### src/shared/pin_mux_consts.svh
// Register offsets, field positions and reset values of the pin mux
`ifndef PIN_MUX_CONSTS_SVH
`define PIN_MUX_CONSTS_SVH

// ----------------------------------------------------------------
// Register byte offsets
// ----------------------------------------------------------------
`define PM_PLL_SRC_OFF 12'h000
`define PM_CODEC_SRC_OFF 12'h004
`define PM_BCLK_CFG_OFF 12'h008
`define PM_WCLK_CFG_OFF 12'h00c
`define PM_ADC_WCLK_OFF 12'h010
`define PM_GPIO_FUNC_OFF 12'h014
`define PM_GPIO_OUT_OFF 12'h018
`define PM_STATUS_OFF 12'h01c

// ----------------------------------------------------------------
// Field widths and reset values
// ----------------------------------------------------------------
`define PM_SEL_W 2
`define PM_PLL_SRC_RST 2'h0
`define PM_CODEC_SRC_RST 2'h0
`define PM_ADC_WCLK_RST 2'h0
`define PM_GPIO_FUNC_RST 2'h0
`define PM_DIR_RST 1'h0

// ----------------------------------------------------------------
// Status bit positions
// ----------------------------------------------------------------
`define PM_ST_SPI 0
`define PM_ST_GPIO_CLK_DENIED 1
`define PM_ST_SIN_TAKEN 2
`define PM_ST_MDIN_TAKEN 3
`define PM_ST_GPIO_IN 4
`define PM_ST_W 5

`endif

### src/shared/pin_mux_pkg.sv
// Types shared by the pin mux modules
`default_nettype none
package pin_mux_pkg;

	// PLL reference pin choice
	typedef enum logic [1:0] {
		PLL_FROM_MCLK = 2'h0,
		PLL_FROM_BCLK = 2'h1,
		PLL_FROM_SIN = 2'h2,
		PLL_FROM_GPIO = 2'h3
	} pll_src_type;

	// Codec clock choice
	typedef enum logic [1:0] {
		CODEC_FROM_MCLK = 2'h0,
		CODEC_FROM_BCLK = 2'h1,
		CODEC_FROM_GPIO = 2'h2,
		CODEC_FROM_PLL = 2'h3
	} codec_src_type;

	// Pin carrying the ADC word clock input
	typedef enum logic [1:0] {
		ADC_WCLK_NONE = 2'h0,
		ADC_WCLK_MDIN = 2'h1,
		ADC_WCLK_GPIO = 2'h2,
		ADC_WCLK_RSVD = 2'h3
	} adc_wclk_pin_type;

	// Function of the general purpose pin
	typedef enum logic [1:0] {
		GPIO_INPUT = 2'h0,
		GPIO_OUTPUT = 2'h1,
		GPIO_INTR = 2'h2,
		GPIO_ADC_WCLK = 2'h3
	} gpio_func_type;

endpackage
`default_nettype wire

### src/shared/pin_cfg_if.sv
// Configuration and resolved ownership between register file and resolver
`timescale 1ns/1ps
`default_nettype none
interface pin_cfg_if;
	pin_mux_pkg::pll_src_type pll_src;
	pin_mux_pkg::codec_src_type codec_src;
	pin_mux_pkg::adc_wclk_pin_type adc_wclk_pin;
	pin_mux_pkg::gpio_func_type gpio_func;
	pin_mux_pkg::gpio_func_type gpio_owner;
	logic gpio_clk_ok;
	logic sin_is_pll;
	logic mdin_is_adc_wclk;

	modport regs (
		output pll_src, codec_src, adc_wclk_pin, gpio_func,
		input gpio_owner, gpio_clk_ok, sin_is_pll, mdin_is_adc_wclk
	);
	modport resolve (
		input pll_src, codec_src, adc_wclk_pin, gpio_func,
		output gpio_owner, gpio_clk_ok, sin_is_pll, mdin_is_adc_wclk
	);
endinterface
`default_nettype wire

### src/rtl/pin_owner_resolve.sv
// Resolves which function owns each shared pin
`timescale 1ns/1ps
`default_nettype none
module pin_owner_resolve (
	pin_cfg_if.resolve cfg
);

	// ----------------------------------------------------------------
	// General purpose pin ownership
	// ----------------------------------------------------------------
	// ADC word clock owns pin
	always_comb
	begin
		if (cfg.adc_wclk_pin == pin_mux_pkg::ADC_WCLK_GPIO)
			cfg.gpio_owner = pin_mux_pkg::GPIO_ADC_WCLK;
		else if (cfg.gpio_func == pin_mux_pkg::GPIO_ADC_WCLK)
			cfg.gpio_owner = pin_mux_pkg::GPIO_INPUT; // Needs the ADC select
		else
			cfg.gpio_owner = cfg.gpio_func;
	end

	// Clock inputs may share the pin only while it is a plain input
	// clock denied when pin taken
	assign cfg.gpio_clk_ok = (cfg.gpio_owner == pin_mux_pkg::GPIO_INPUT);

	// ----------------------------------------------------------------
	// Exclusive input pins
	// ----------------------------------------------------------------
	// serial input feeds PLL only
	assign cfg.sin_is_pll = (cfg.pll_src == pin_mux_pkg::PLL_FROM_SIN);
	assign cfg.mdin_is_adc_wclk =
		(cfg.adc_wclk_pin == pin_mux_pkg::ADC_WCLK_MDIN);

endmodule // pin_owner_resolve
`default_nettype wire

### src/rtl/codec_pin_function_mux.sv
// Pin function multiplexer of the audio codec with APB register access
//
// Behaviour
// - Reset and strap pins never reassignable
// - Strap picks I2C or SPI control bus
// - Pins power up default, software reassigns
// - Other pins selected through registers
// - PLL reference from one of four pins
// - Codec clock from pin or PLL
// - ADC word clock on mic or gpio pin
// - Bit clock pin feeds three functions together
// - Exclusive function owns its pin wholly
//
// The implementer's own choices: register access over APB and the register offsets.
`timescale 1ns/1ps
`default_nettype none
`include "pin_mux_consts.svh"
module codec_pin_function_mux (
	input wire logic clk_i,
	input wire logic rst_b_i,
	// APB slave
	input wire logic psel_i,
	input wire logic penable_i,
	input wire logic pwrite_i,
	input wire logic [11:0] paddr_i,
	input wire logic [31:0] pwdata_i,
	output logic [31:0] prdata_o,
	output logic pready_o,
	output logic pslverr_o,
	// Fixed strap
	input wire logic interface_select_pin_i,
	output logic control_bus_spi_o,
	// Multifunction pins
	input wire logic master_clock_pin_i,
	input wire logic bit_clock_pin_i,
	output logic bit_clock_pin_o,
	output logic bit_clock_pin_oe_o,
	input wire logic word_clock_pin_i,
	output logic word_clock_pin_o,
	output logic word_clock_pin_oe_o,
	input wire logic serial_in_multi_pin_i,
	output logic serial_out_multi_pin_o,
	output logic serial_out_multi_pin_oe_o,
	input wire logic mic_data_multi_pin_i,
	output logic mic_clock_multi_pin_o,
	output logic mic_clock_multi_pin_oe_o,
	input wire logic general_purpose_pin_i,
	output logic general_purpose_pin_o,
	output logic general_purpose_pin_oe_o,
	// Codec core side
	input wire logic pll_clk_i,
	input wire logic core_bclk_i,
	input wire logic core_wclk_i,
	input wire logic core_sdout_i,
	input wire logic core_mic_clk_i,
	input wire logic first_interrupt_output_i,
	output logic pll_ref_o,
	output logic codec_clk_o,
	output logic core_bclk_o,
	output logic core_wclk_o,
	output logic core_sdin_o,
	output logic core_mic_data_o,
	output logic core_adc_wclk_o,
	output logic gpio_in_o
);

	// ----------------------------------------------------------------
	// Pin synchronisers
	// ----------------------------------------------------------------
	localparam int NPIN = 7;
	logic [NPIN-1:0] pin_raw;
	logic [NPIN-1:0] pin_meta;
	logic [NPIN-1:0] pin_sync;
	logic mclk_s;
	logic bclk_s;
	logic wclk_s;
	logic sin_s;
	logic mdin_s;
	logic gpio_s;
	logic strap_s;

	assign pin_raw = {interface_select_pin_i, general_purpose_pin_i,
		mic_data_multi_pin_i, serial_in_multi_pin_i, word_clock_pin_i,
		bit_clock_pin_i, master_clock_pin_i};

	// Two stages each; only the second stage is read by logic
	genvar gi;
	generate
		for (gi = 0; gi < NPIN; gi++)
		begin : g_sync
			always_ff @(posedge clk_i or negedge rst_b_i)
			begin
				if (!rst_b_i)
				begin
					pin_meta[gi] <= 1'b0;
					pin_sync[gi] <= 1'b0;
				end
				else
				begin
					pin_meta[gi] <= pin_raw[gi];
					pin_sync[gi] <= pin_meta[gi];
				end
			end
		end
	endgenerate

	assign {strap_s, gpio_s, mdin_s, sin_s, wclk_s, bclk_s, mclk_s} =
		pin_sync;

	// ----------------------------------------------------------------
	// Configuration registers
	// ----------------------------------------------------------------
	pin_cfg_if cfg ();
	logic bclk_out_en;
	logic wclk_out_en;
	logic gpio_out_val;

	pin_owner_resolve u_resolve (
		.cfg(cfg.resolve)
	);

	logic wr_en;
	logic rd_setup;
	logic addr_hit;
	assign wr_en = psel_i && penable_i && pwrite_i && addr_hit;
	assign rd_setup = psel_i && !penable_i && !pwrite_i;

	// Address decode of the mapped words
	always_comb
	begin
		case (paddr_i)
			`PM_PLL_SRC_OFF, `PM_CODEC_SRC_OFF, `PM_BCLK_CFG_OFF,
			`PM_WCLK_CFG_OFF, `PM_ADC_WCLK_OFF, `PM_GPIO_FUNC_OFF,
			`PM_GPIO_OUT_OFF, `PM_STATUS_OFF: addr_hit = 1'b1;
			default: addr_hit = 1'b0;
		endcase
	end

	always_ff @(posedge clk_i or negedge rst_b_i)
	begin
		if (!rst_b_i)
		begin
			cfg.pll_src <= pin_mux_pkg::pll_src_type'(`PM_PLL_SRC_RST);
			cfg.codec_src <=
				pin_mux_pkg::codec_src_type'(`PM_CODEC_SRC_RST);
			cfg.adc_wclk_pin <=
				pin_mux_pkg::adc_wclk_pin_type'(`PM_ADC_WCLK_RST);
			cfg.gpio_func <=
				pin_mux_pkg::gpio_func_type'(`PM_GPIO_FUNC_RST);
			bclk_out_en <= `PM_DIR_RST;
			wclk_out_en <= `PM_DIR_RST;
			gpio_out_val <= 1'b0;
		end
		else if (wr_en)
		begin
			case (paddr_i)
				`PM_PLL_SRC_OFF: cfg.pll_src <=
					pin_mux_pkg::pll_src_type'(pwdata_i[1:0]);
				`PM_CODEC_SRC_OFF: cfg.codec_src <=
					pin_mux_pkg::codec_src_type'(pwdata_i[1:0]);
				`PM_BCLK_CFG_OFF: bclk_out_en <= pwdata_i[0];
				`PM_WCLK_CFG_OFF: wclk_out_en <= pwdata_i[0];
				`PM_ADC_WCLK_OFF: cfg.adc_wclk_pin <=
					pin_mux_pkg::adc_wclk_pin_type'(pwdata_i[1:0]);
				`PM_GPIO_FUNC_OFF: cfg.gpio_func <=
					pin_mux_pkg::gpio_func_type'(pwdata_i[1:0]);
				`PM_GPIO_OUT_OFF: gpio_out_val <= pwdata_i[0];
				default: ;
			endcase
		end
	end

	// ----------------------------------------------------------------
	// APB read path
	// ----------------------------------------------------------------
	logic [`PM_ST_W-1:0] status;
	logic gpio_clk_denied;

	// Clock chosen from the pin while the pin belongs to another function
	assign gpio_clk_denied = !cfg.gpio_clk_ok &&
		(cfg.pll_src == pin_mux_pkg::PLL_FROM_GPIO ||
		cfg.codec_src == pin_mux_pkg::CODEC_FROM_GPIO);

	assign status = {gpio_s, cfg.mdin_is_adc_wclk, cfg.sin_is_pll,
		gpio_clk_denied, strap_s};

	// Data is fetched in the setup cycle so the access cycle ends at once
	always_ff @(posedge clk_i or negedge rst_b_i)
	begin
		if (!rst_b_i)
			prdata_o <= 32'h0000_0000;
		else if (rd_setup)
		begin
			case (paddr_i)
				`PM_PLL_SRC_OFF: prdata_o <= {30'h0, cfg.pll_src};
				`PM_CODEC_SRC_OFF: prdata_o <= {30'h0, cfg.codec_src};
				`PM_BCLK_CFG_OFF: prdata_o <= {31'h0, bclk_out_en};
				`PM_WCLK_CFG_OFF: prdata_o <= {31'h0, wclk_out_en};
				`PM_ADC_WCLK_OFF: prdata_o <= {30'h0, cfg.adc_wclk_pin};
				`PM_GPIO_FUNC_OFF: prdata_o <= {30'h0, cfg.gpio_func};
				`PM_GPIO_OUT_OFF: prdata_o <= {31'h0, gpio_out_val};
				`PM_STATUS_OFF: prdata_o <= {27'h0, status};
				default: prdata_o <= 32'h0000_0000;
			endcase
		end
	end

	assign pready_o = 1'b1;
	assign pslverr_o = psel_i && penable_i && !addr_hit;

	// ----------------------------------------------------------------
	// Clock and signal routing
	// ----------------------------------------------------------------
	logic gpio_clk;
	logic next_pll_ref;
	logic next_codec_clk;
	// gpio clock gated when pin taken
	assign gpio_clk = gpio_s && cfg.gpio_clk_ok;

	// one of four pins to PLL
	// range is the source's duty, not checked
	always_comb
	begin
		case (cfg.pll_src)
			pin_mux_pkg::PLL_FROM_MCLK: next_pll_ref = mclk_s;
			pin_mux_pkg::PLL_FROM_BCLK: next_pll_ref = bclk_s;
			pin_mux_pkg::PLL_FROM_SIN: next_pll_ref = sin_s;
			pin_mux_pkg::PLL_FROM_GPIO: next_pll_ref = gpio_clk;
			default: next_pll_ref = 1'b0;
		endcase
	end

	// codec clock source, pin or PLL
	// direct pin path has no PLL stage
	always_comb
	begin
		case (cfg.codec_src)
			pin_mux_pkg::CODEC_FROM_MCLK: next_codec_clk = mclk_s;
			pin_mux_pkg::CODEC_FROM_BCLK: next_codec_clk = bclk_s;
			pin_mux_pkg::CODEC_FROM_GPIO: next_codec_clk = gpio_clk;
			pin_mux_pkg::CODEC_FROM_PLL: next_codec_clk = pll_clk_i;
			default: next_codec_clk = 1'b0;
		endcase
	end

	// Outputs toward the codec core
	// exclusive pins feed one function
	// bit clock to core in input mode
	always_ff @(posedge clk_i or negedge rst_b_i)
	begin
		if (!rst_b_i)
		begin
			pll_ref_o <= 1'b0;
			codec_clk_o <= 1'b0;
			core_bclk_o <= 1'b0;
			core_wclk_o <= 1'b0;
			core_sdin_o <= 1'b0;
			core_mic_data_o <= 1'b0;
			core_adc_wclk_o <= 1'b0;
			gpio_in_o <= 1'b0;
		end
		else
		begin
			pll_ref_o <= next_pll_ref;
			codec_clk_o <= next_codec_clk;
			core_bclk_o <= bclk_out_en ? core_bclk_i : bclk_s;
			core_wclk_o <= wclk_out_en ? core_wclk_i : wclk_s;
			core_sdin_o <= sin_s && !cfg.sin_is_pll;
			core_mic_data_o <= mdin_s && !cfg.mdin_is_adc_wclk;
			core_adc_wclk_o <= cfg.mdin_is_adc_wclk ? mdin_s :
				(cfg.gpio_owner == pin_mux_pkg::GPIO_ADC_WCLK) && gpio_s;
			gpio_in_o <= (cfg.gpio_owner == pin_mux_pkg::GPIO_INPUT) &&
				gpio_s;
		end
	end

	// Pin drivers; input functions leave the pin undriven
	// input pins tristated after reset
	always_ff @(posedge clk_i or negedge rst_b_i)
	begin
		if (!rst_b_i)
		begin
			bit_clock_pin_o <= 1'b0;
			bit_clock_pin_oe_o <= 1'b0;
			word_clock_pin_o <= 1'b0;
			word_clock_pin_oe_o <= 1'b0;
			serial_out_multi_pin_o <= 1'b0;
			serial_out_multi_pin_oe_o <= 1'b0;
			mic_clock_multi_pin_o <= 1'b0;
			mic_clock_multi_pin_oe_o <= 1'b0;
			general_purpose_pin_o <= 1'b0;
			general_purpose_pin_oe_o <= 1'b0;
		end
		else
		begin
			bit_clock_pin_o <= bclk_out_en && core_bclk_i;
			bit_clock_pin_oe_o <= bclk_out_en;
			word_clock_pin_o <= wclk_out_en && core_wclk_i;
			word_clock_pin_oe_o <= wclk_out_en;
			serial_out_multi_pin_o <= core_sdout_i;
			serial_out_multi_pin_oe_o <= 1'b1;
			mic_clock_multi_pin_o <= core_mic_clk_i;
			mic_clock_multi_pin_oe_o <= 1'b1;
			case (cfg.gpio_owner)
				pin_mux_pkg::GPIO_OUTPUT:
				begin
					general_purpose_pin_o <= gpio_out_val;
					general_purpose_pin_oe_o <= 1'b1;
				end
				pin_mux_pkg::GPIO_INTR:
				begin
					general_purpose_pin_o <= first_interrupt_output_i;
					general_purpose_pin_oe_o <= 1'b1;
				end
				default:
				begin
					general_purpose_pin_o <= 1'b0;
					general_purpose_pin_oe_o <= 1'b0;
				end
			endcase
		end
	end

	// ----------------------------------------------------------------
	// Fixed control pins
	// ----------------------------------------------------------------
	// strap has no register path
	assign control_bus_spi_o = strap_s;

endmodule // codec_pin_function_mux
`default_nettype wire

### config.mk
export PLATFORM = sky130hd
export DESIGN_NAME = codec_pin_function_mux
export DESIGN_NICKNAME = d
export VERILOG_FILES = /design/src/shared/pin_mux_pkg.sv /design/src/shared/pin_cfg_if.sv /design/src/rtl/pin_owner_resolve.sv /design/src/rtl/codec_pin_function_mux.sv
export VERILOG_INCLUDE_DIRS = /design/src /design/src/shared
export SDC_FILE = /design/constraint.sdc
export NUM_CORES = 1
export LEC_CHECK = 0
export ABC_CLOCK_PERIOD_IN_PS = 3300
export BUFFER_PORTS_ARGS = -buffer_cell sky130_fd_sc_hd__clkbuf_2
export CORE_ASPECT_RATIO = 0.6
export CORE_MARGIN = 2
export CORE_UTILIZATION = 30
export CTS_CLUSTER_SIZE = 16
export DETAILED_ROUTE_END_ITERATION = 12
export GPL_TIMING_DRIVEN = 0
export SYNTH_ARGS = -nofsm -noshare
export SYNTH_HDL_FRONTEND = slang
export SYNTH_SLANG_ARGS = --single-unit
### constraint.sdc
create_clock -name clk_i -period 3.3 [get_ports clk_i]
set_clock_uncertainty 0.05 [all_clocks]
set_input_delay 0.165 -clock clk_i [delete_from_list [all_inputs] [get_ports clk_i]]
set_output_delay 0.165 -clock clk_i [all_outputs]
set_load 0.02 [all_outputs]
After elaboration in Yosys (flattened, before gate mapping)
Memory sizes are Yosys's and may differ from the RTL's.
Cells that the tools add are included.

word-level totals
  register bits = 74
  bits in latches = 0
  bits in writable memories = 0
  bits in read-only memories = 32
  input port bits = 62
  output and inout bits = 53
  word-level logic and storage cells = 103
  memories = 1

operators by class
  add/subtract/negate cells = 0
  multipliers = 0
  div/mod/pow operators = 0
  $lt $le $gt $ge = 0
  equal/unequal tests = 19
  shift operators = 0
  multiplexer cells = 11
  bitwise gates (word level) = 0
  reduce and logical (&&, ||, !) cells = 33

memory list
  name              words  bits a word  rd ports  clocked after Yosys merged registers in  write ports  line                           source
  (name not given)  32     1            1         0                                        0            codec_pin_function_mux.sv:131  case (paddr_i)

operator list
  kind                 number
  $eq 12x5->1 const B  4
  $pmux 5 s8           1
  $eq 12x4->1 const B  2
  $eq 2x2->1 const B   8
  $reduce_and 2->1     7
  $logic_and 1x1->1    13
  $eq 12x3->1 const B  1
  $logic_not 12->1     1
  $eq 2x1->1 const B   4
  $pmux 1 s4           2
  $logic_not 7->1      1
  $logic_not 1->1      6
  $logic_not 2->1      3
  $mux 1               5
  $mux 2               2
  $pmux 1 s2           1
  $reduce_or 2->1      1
  $logic_or 1x1->1     1

Longest topological paths before layout
  word-level depth = 7
  gate-level depth with buffers = 8
  depth with buffers taken out = 8

Cells and area by module
A second synthesis with hierarchy kept.

second synthesis, totals
  cells, all modules = 177
  area, all modules = 2137.0 um^2

modules (own cells, without submodules)
  module                  instances  cells an instance  area each (um^2)
  codec_pin_function_mux  1          167                2082.0
  pin_owner_resolve       1          10                 55.1

Worst setup path after synthesis
OpenSTA, ideal clock, no wires.

  path type = register to register
  start point = register cfg.gpio_func[0]
  end point = register pll_ref_o
  setup time = 0.138 ns
  arrival time = 1.540 ns
  slack = 1.571 ns
  cell stages (with the launch flop) = 7
  buffers on the path = 0
  cell sequence = dfrtp_1 > inv_1 > o21ai_0 > inv_1 > ha_1 > and2_1 > mux4_2

between the ends
  word-level cells in the longest chain between the ends = 6

ends and longest elaborated chain
  element                 line                           source
  start, declared         pin_cfg_if.sv:8                pin_mux_pkg::gpio_func_type gpio_func;
  start signal, assigned  codec_pin_function_mux.sv:148  cfg.gpio_func <=
  start signal, assigned  codec_pin_function_mux.sv:165  `PM_GPIO_FUNC_OFF: cfg.gpio_func <=
  $eq 2x2->1              pin_owner_resolve.sv:16        else if (cfg.gpio_func == pin_mux_pkg::GPIO_ADC_WCLK)
  $mux 2 *                pin_owner_resolve.sv:16
  $mux 2 *                pin_owner_resolve.sv:14        if (cfg.adc_wclk_pin == pin_mux_pkg::ADC_WCLK_GPIO)
  $logic_not 2->1 *       pin_owner_resolve.sv:24        assign cfg.gpio_clk_ok = (cfg.gpio_owner == pin_mux_pkg::GPIO_INPUT);
  $logic_and 1x1->1 *     codec_pin_function_mux.sv:218  assign gpio_clk = gpio_s && cfg.gpio_clk_ok;
  net gpio_clk            codec_pin_function_mux.sv:214  logic gpio_clk;
  $pmux 1 s4 *            codec_pin_function_mux.sv:224  case (cfg.pll_src)
  net next_pll_ref        codec_pin_function_mux.sv:215  logic next_pll_ref;
  end signal, assigned    codec_pin_function_mux.sv:264  pll_ref_o <= next_pll_ref;
  end, declared           codec_pin_function_mux.sv:57   output logic pll_ref_o,

Mark *: on every way through the listed nets, which the timed path passes. The rest lies on a longest branch.
A chain may end at the register's enable or synchronous reset.

Worst setup path in the final report
Same ends and word-level chain as after synthesis.

==> metrics.md <==
| Metric | Value |
|---|---|
| Total Routed Length | 4300 µm |
| Critical Path AT | 2.10 ns |
| Max_cap viols | 0 |
| Static Leak | 0.00144 µW |
| Wirelength per Cell | 12.1 µm |
| Port buffer count | 55 |
| Antenna Cells | 0 |
| Die Y-Extent | 69.0 µm |
| Post-CTS setup buffer count | 0 |
| Post-route ant nets | 0 |
| Seq/Total Area, Yosys | 55.8% |
| Drt pass-1 iters | 4 |
| Final setup viols | 0 |
| Post-CTS Hold Buffers | 9 |
| First-pass GRT wire length | 6560 µm |
| # DRC | 0 |
| CTS tree | done |
| Worst r2r src | cfg.gpio_func[0]$_DFFE_PN0P_ |
| Synth area leaders | dfrtp_1, buf_4, mux2_2, mux4_2, ha_1 |
| Max Slew Vio Count | 0 |
| Final cycle utilization of the critical path | 60.3% |
| #FFs+latches synth | 47 |
| Grt ovf | 0 |
| CTS clock-pin slew for the worst setup and hold paths | 0.06 ns |
| Critical path capture point type | register |
| Min-Delay Path Class | in2async |
| Starting DRT DRC Count | 93 |
| Fin crit period | 1.99 ns |
| Clock root cell | clkbuf_16 |
| Crit path launch | cfg.gpio_func[0]$_DFFE_PN0P_ |
| DIE AREA | 7740 µm² |
| Die Wd | 112 µm |
| Fraction of final layout cells sized beyond drive strength 1 | 42.5% |
| IO Pins | 115 |
| Bufs on Longest Clock Path | 2 |
| CP max FO | 4 |
| Slew margin rel. | 23.0% |
| Fin util | 42.5% |
| Final Net Count | 333 |
| Gpl congestion | 0.837 |
| Initial antenna violation count | 0 |
| Fmax | 503 MHz |
| RSZ-0062 raised after global routing | no |
| Power Total | 1330 µW |
| Post-synth top area share | 55.8% |
| # fillers | 691 |
| Most common cell after layout, fill and taps aside | clkbuf_2 |
| Placement Setup Slack | 1.36 ns |
| Status | complete, no violations |
| Mapped Avg Cell Area | 12.5 µm² |
| Largest net degree at the start of global routing | 48 |
| Core region area | 6730 µm² |
| PostCTS Resize Cnt | 0 |
| Fin Setup TNS | 0 ns |
| VDD IR max | 0.000189 V |
| Multi-input gate area | 776 µm² |
| Gate Count Post-Synth | 169 |
| Initial core utilization | 31.3% |
| Seq. cell area | 1180 µm² |
| Critical Path Start Type | register |
| Crit Path Class | reg2reg |
| Yosys warnings | 0 |
| Required time of the critical path | 3.41 ns |
| CTS Buf Count | 5 |
| Pwr dens | 464 nW/µm² |
| DR vias/cell | 4.05 |
| Rows | 23 |
| Mapped Area | 2110 µm² |
| Vias in the first global route | 1,320 |
| Synth area leader | dfrtp_1 |
| DP Wirelength | 3260 µm |
| Library cells used by synthesis | 38 |
| CTS Sinks | 47 |
| Final Worst Setup Slack | 1.31 ns |
| Most frequent cells in the layout | clkbuf_2, dfrtp_1, buf_4, conb_1, mux2_2 |
| H-tree Lvls | 2 |
| Slew @ Worst Pin | 1.16 ns |
| Clock Latency Late Sink | 0.29 ns |
| GRT Total Usage | 11.5% |
| Layout area overhead | 35.5% |
| Final hold vios | 0 |
| Vias | 1,438 |
## per-layer routing
metal  up-vias  track usage [%]  part of all wire (%)
li1        720                -                     -
met1       654             16.1                    48
met2        57             16.0                    42
met3         7             3.67                   8.5
met4         0             5.95                   1.9
met5         -                0                     0
## per-stage QoR
step / instances / hold WS [ns] / cell area (µm²)
finish: 355 / 0.0457 / 2860
global route: 355 / 0.0735 / 2860
CTS: 355 / 0.0482 / 2860
detailed placement: 338 / 0.225 / 2590
global placement: 338 / 0.223 / 2590
floorplan: 196 / -0.181 / 2210
## sequential cells by signal, indices dropped and copies added, names as in the netlist, 2 cells and up
name,cells
cfg.gpio_func,2
cfg.adc_wclk_pin,2
cfg.codec_src,2
pin_meta,7
prdata_o,5
cfg.pll_src,2
## power breakdown
part	leakage (µW)	total [µW]	switching, µW	internal [µW]
combinational	0.000755	141	82.6	58.6
clock	0.0000868	590	213	377
sequential	0.000601	597	5.61	591
## cell families (layout without fill, tap and decap cells)
kind of cell             after synthesis  count (layout)  share of synthesized area (%)
buffers and inverters                 40             112                           12.3
flip-flops                            47              47                           55.8
multiplexers                          18              18                           11.4
other                                  2              29                          0.356
AO/OA/AOI/OAI                         16              16                           5.04
AND/OR/NAND/NOR                       42              42                           12.8
adder cells (fa/ha/maj)                4               4                           2.37
## cells in the mapped netlist, drive strengths merged
| cell | number |
|---|---|
| o311ai | 1 |
| mux2 | 13 |
| nor4 | 2 |
| o21ai | 5 |
| o22ai | 1 |
| o31ai | 1 |
| and3 | 2 |
| nor2b | 1 |
| and4b | 1 |
| a21oi | 2 |
| nand3 | 6 |
| conb | 2 |
| nor2 | 5 |
| and2 | 5 |
| ha | 4 |
| a22oi | 1 |
| buf | 29 |
| o41ai | 3 |
| or4 | 1 |
| mux4 | 3 |
| nor4b | 1 |
| nor3b | 1 |
| a31oi | 1 |
| nand4 | 1 |
| or3b | 1 |
| nand2 | 8 |
| inv | 7 |
| dfrtp | 47 |
| a2111oi | 1 |
| nor3 | 2 |
| mux2i | 2 |
| clkbuf | 4 |
| nand2b | 5 |
## area by class of cell
cell class                 count  area share [%]
inverter                       7           0.919
buffer                        33            8.14
sequential                    47            41.1
tap                           87            3.81
multi-input combinational    109            27.1
clock buffer                   6            4.86
clock inverter                 2            1.23
timing repair buffer          64            12.8
## final timing paths
path | to | slack, ns | depth (start not counted)
max | pll_ref_o$_DFF_PN0_ | 1.31 | 6
min | prdata_o[4]$_DFFE_PN0P_ | 0.05 | 1
max reg2reg | pll_ref_o$_DFF_PN0_ | 1.31 | 6
min reg2reg | control_bus_spi_o$_DFF_PN0_ | 0.30 | 0
max in group asynchronous | cfg.pll_src[0]$_DFFE_PN0P_ | 2.45 | 1
min in group clk_i | bit_clock_pin_o$_DFF_PN0_ | 0.05 | 2
## worst max-delay path, cell delays in order, from the launching register on
cell and delay, ns:
dfrtp_1 0.39, inv_1 0.05, o21ai_0 0.35, inv_1 0.13
ha_1 0.24, and2_1 0.18, mux4_2 0.46
No activity file was read; power rests on OpenSTA's default activity.
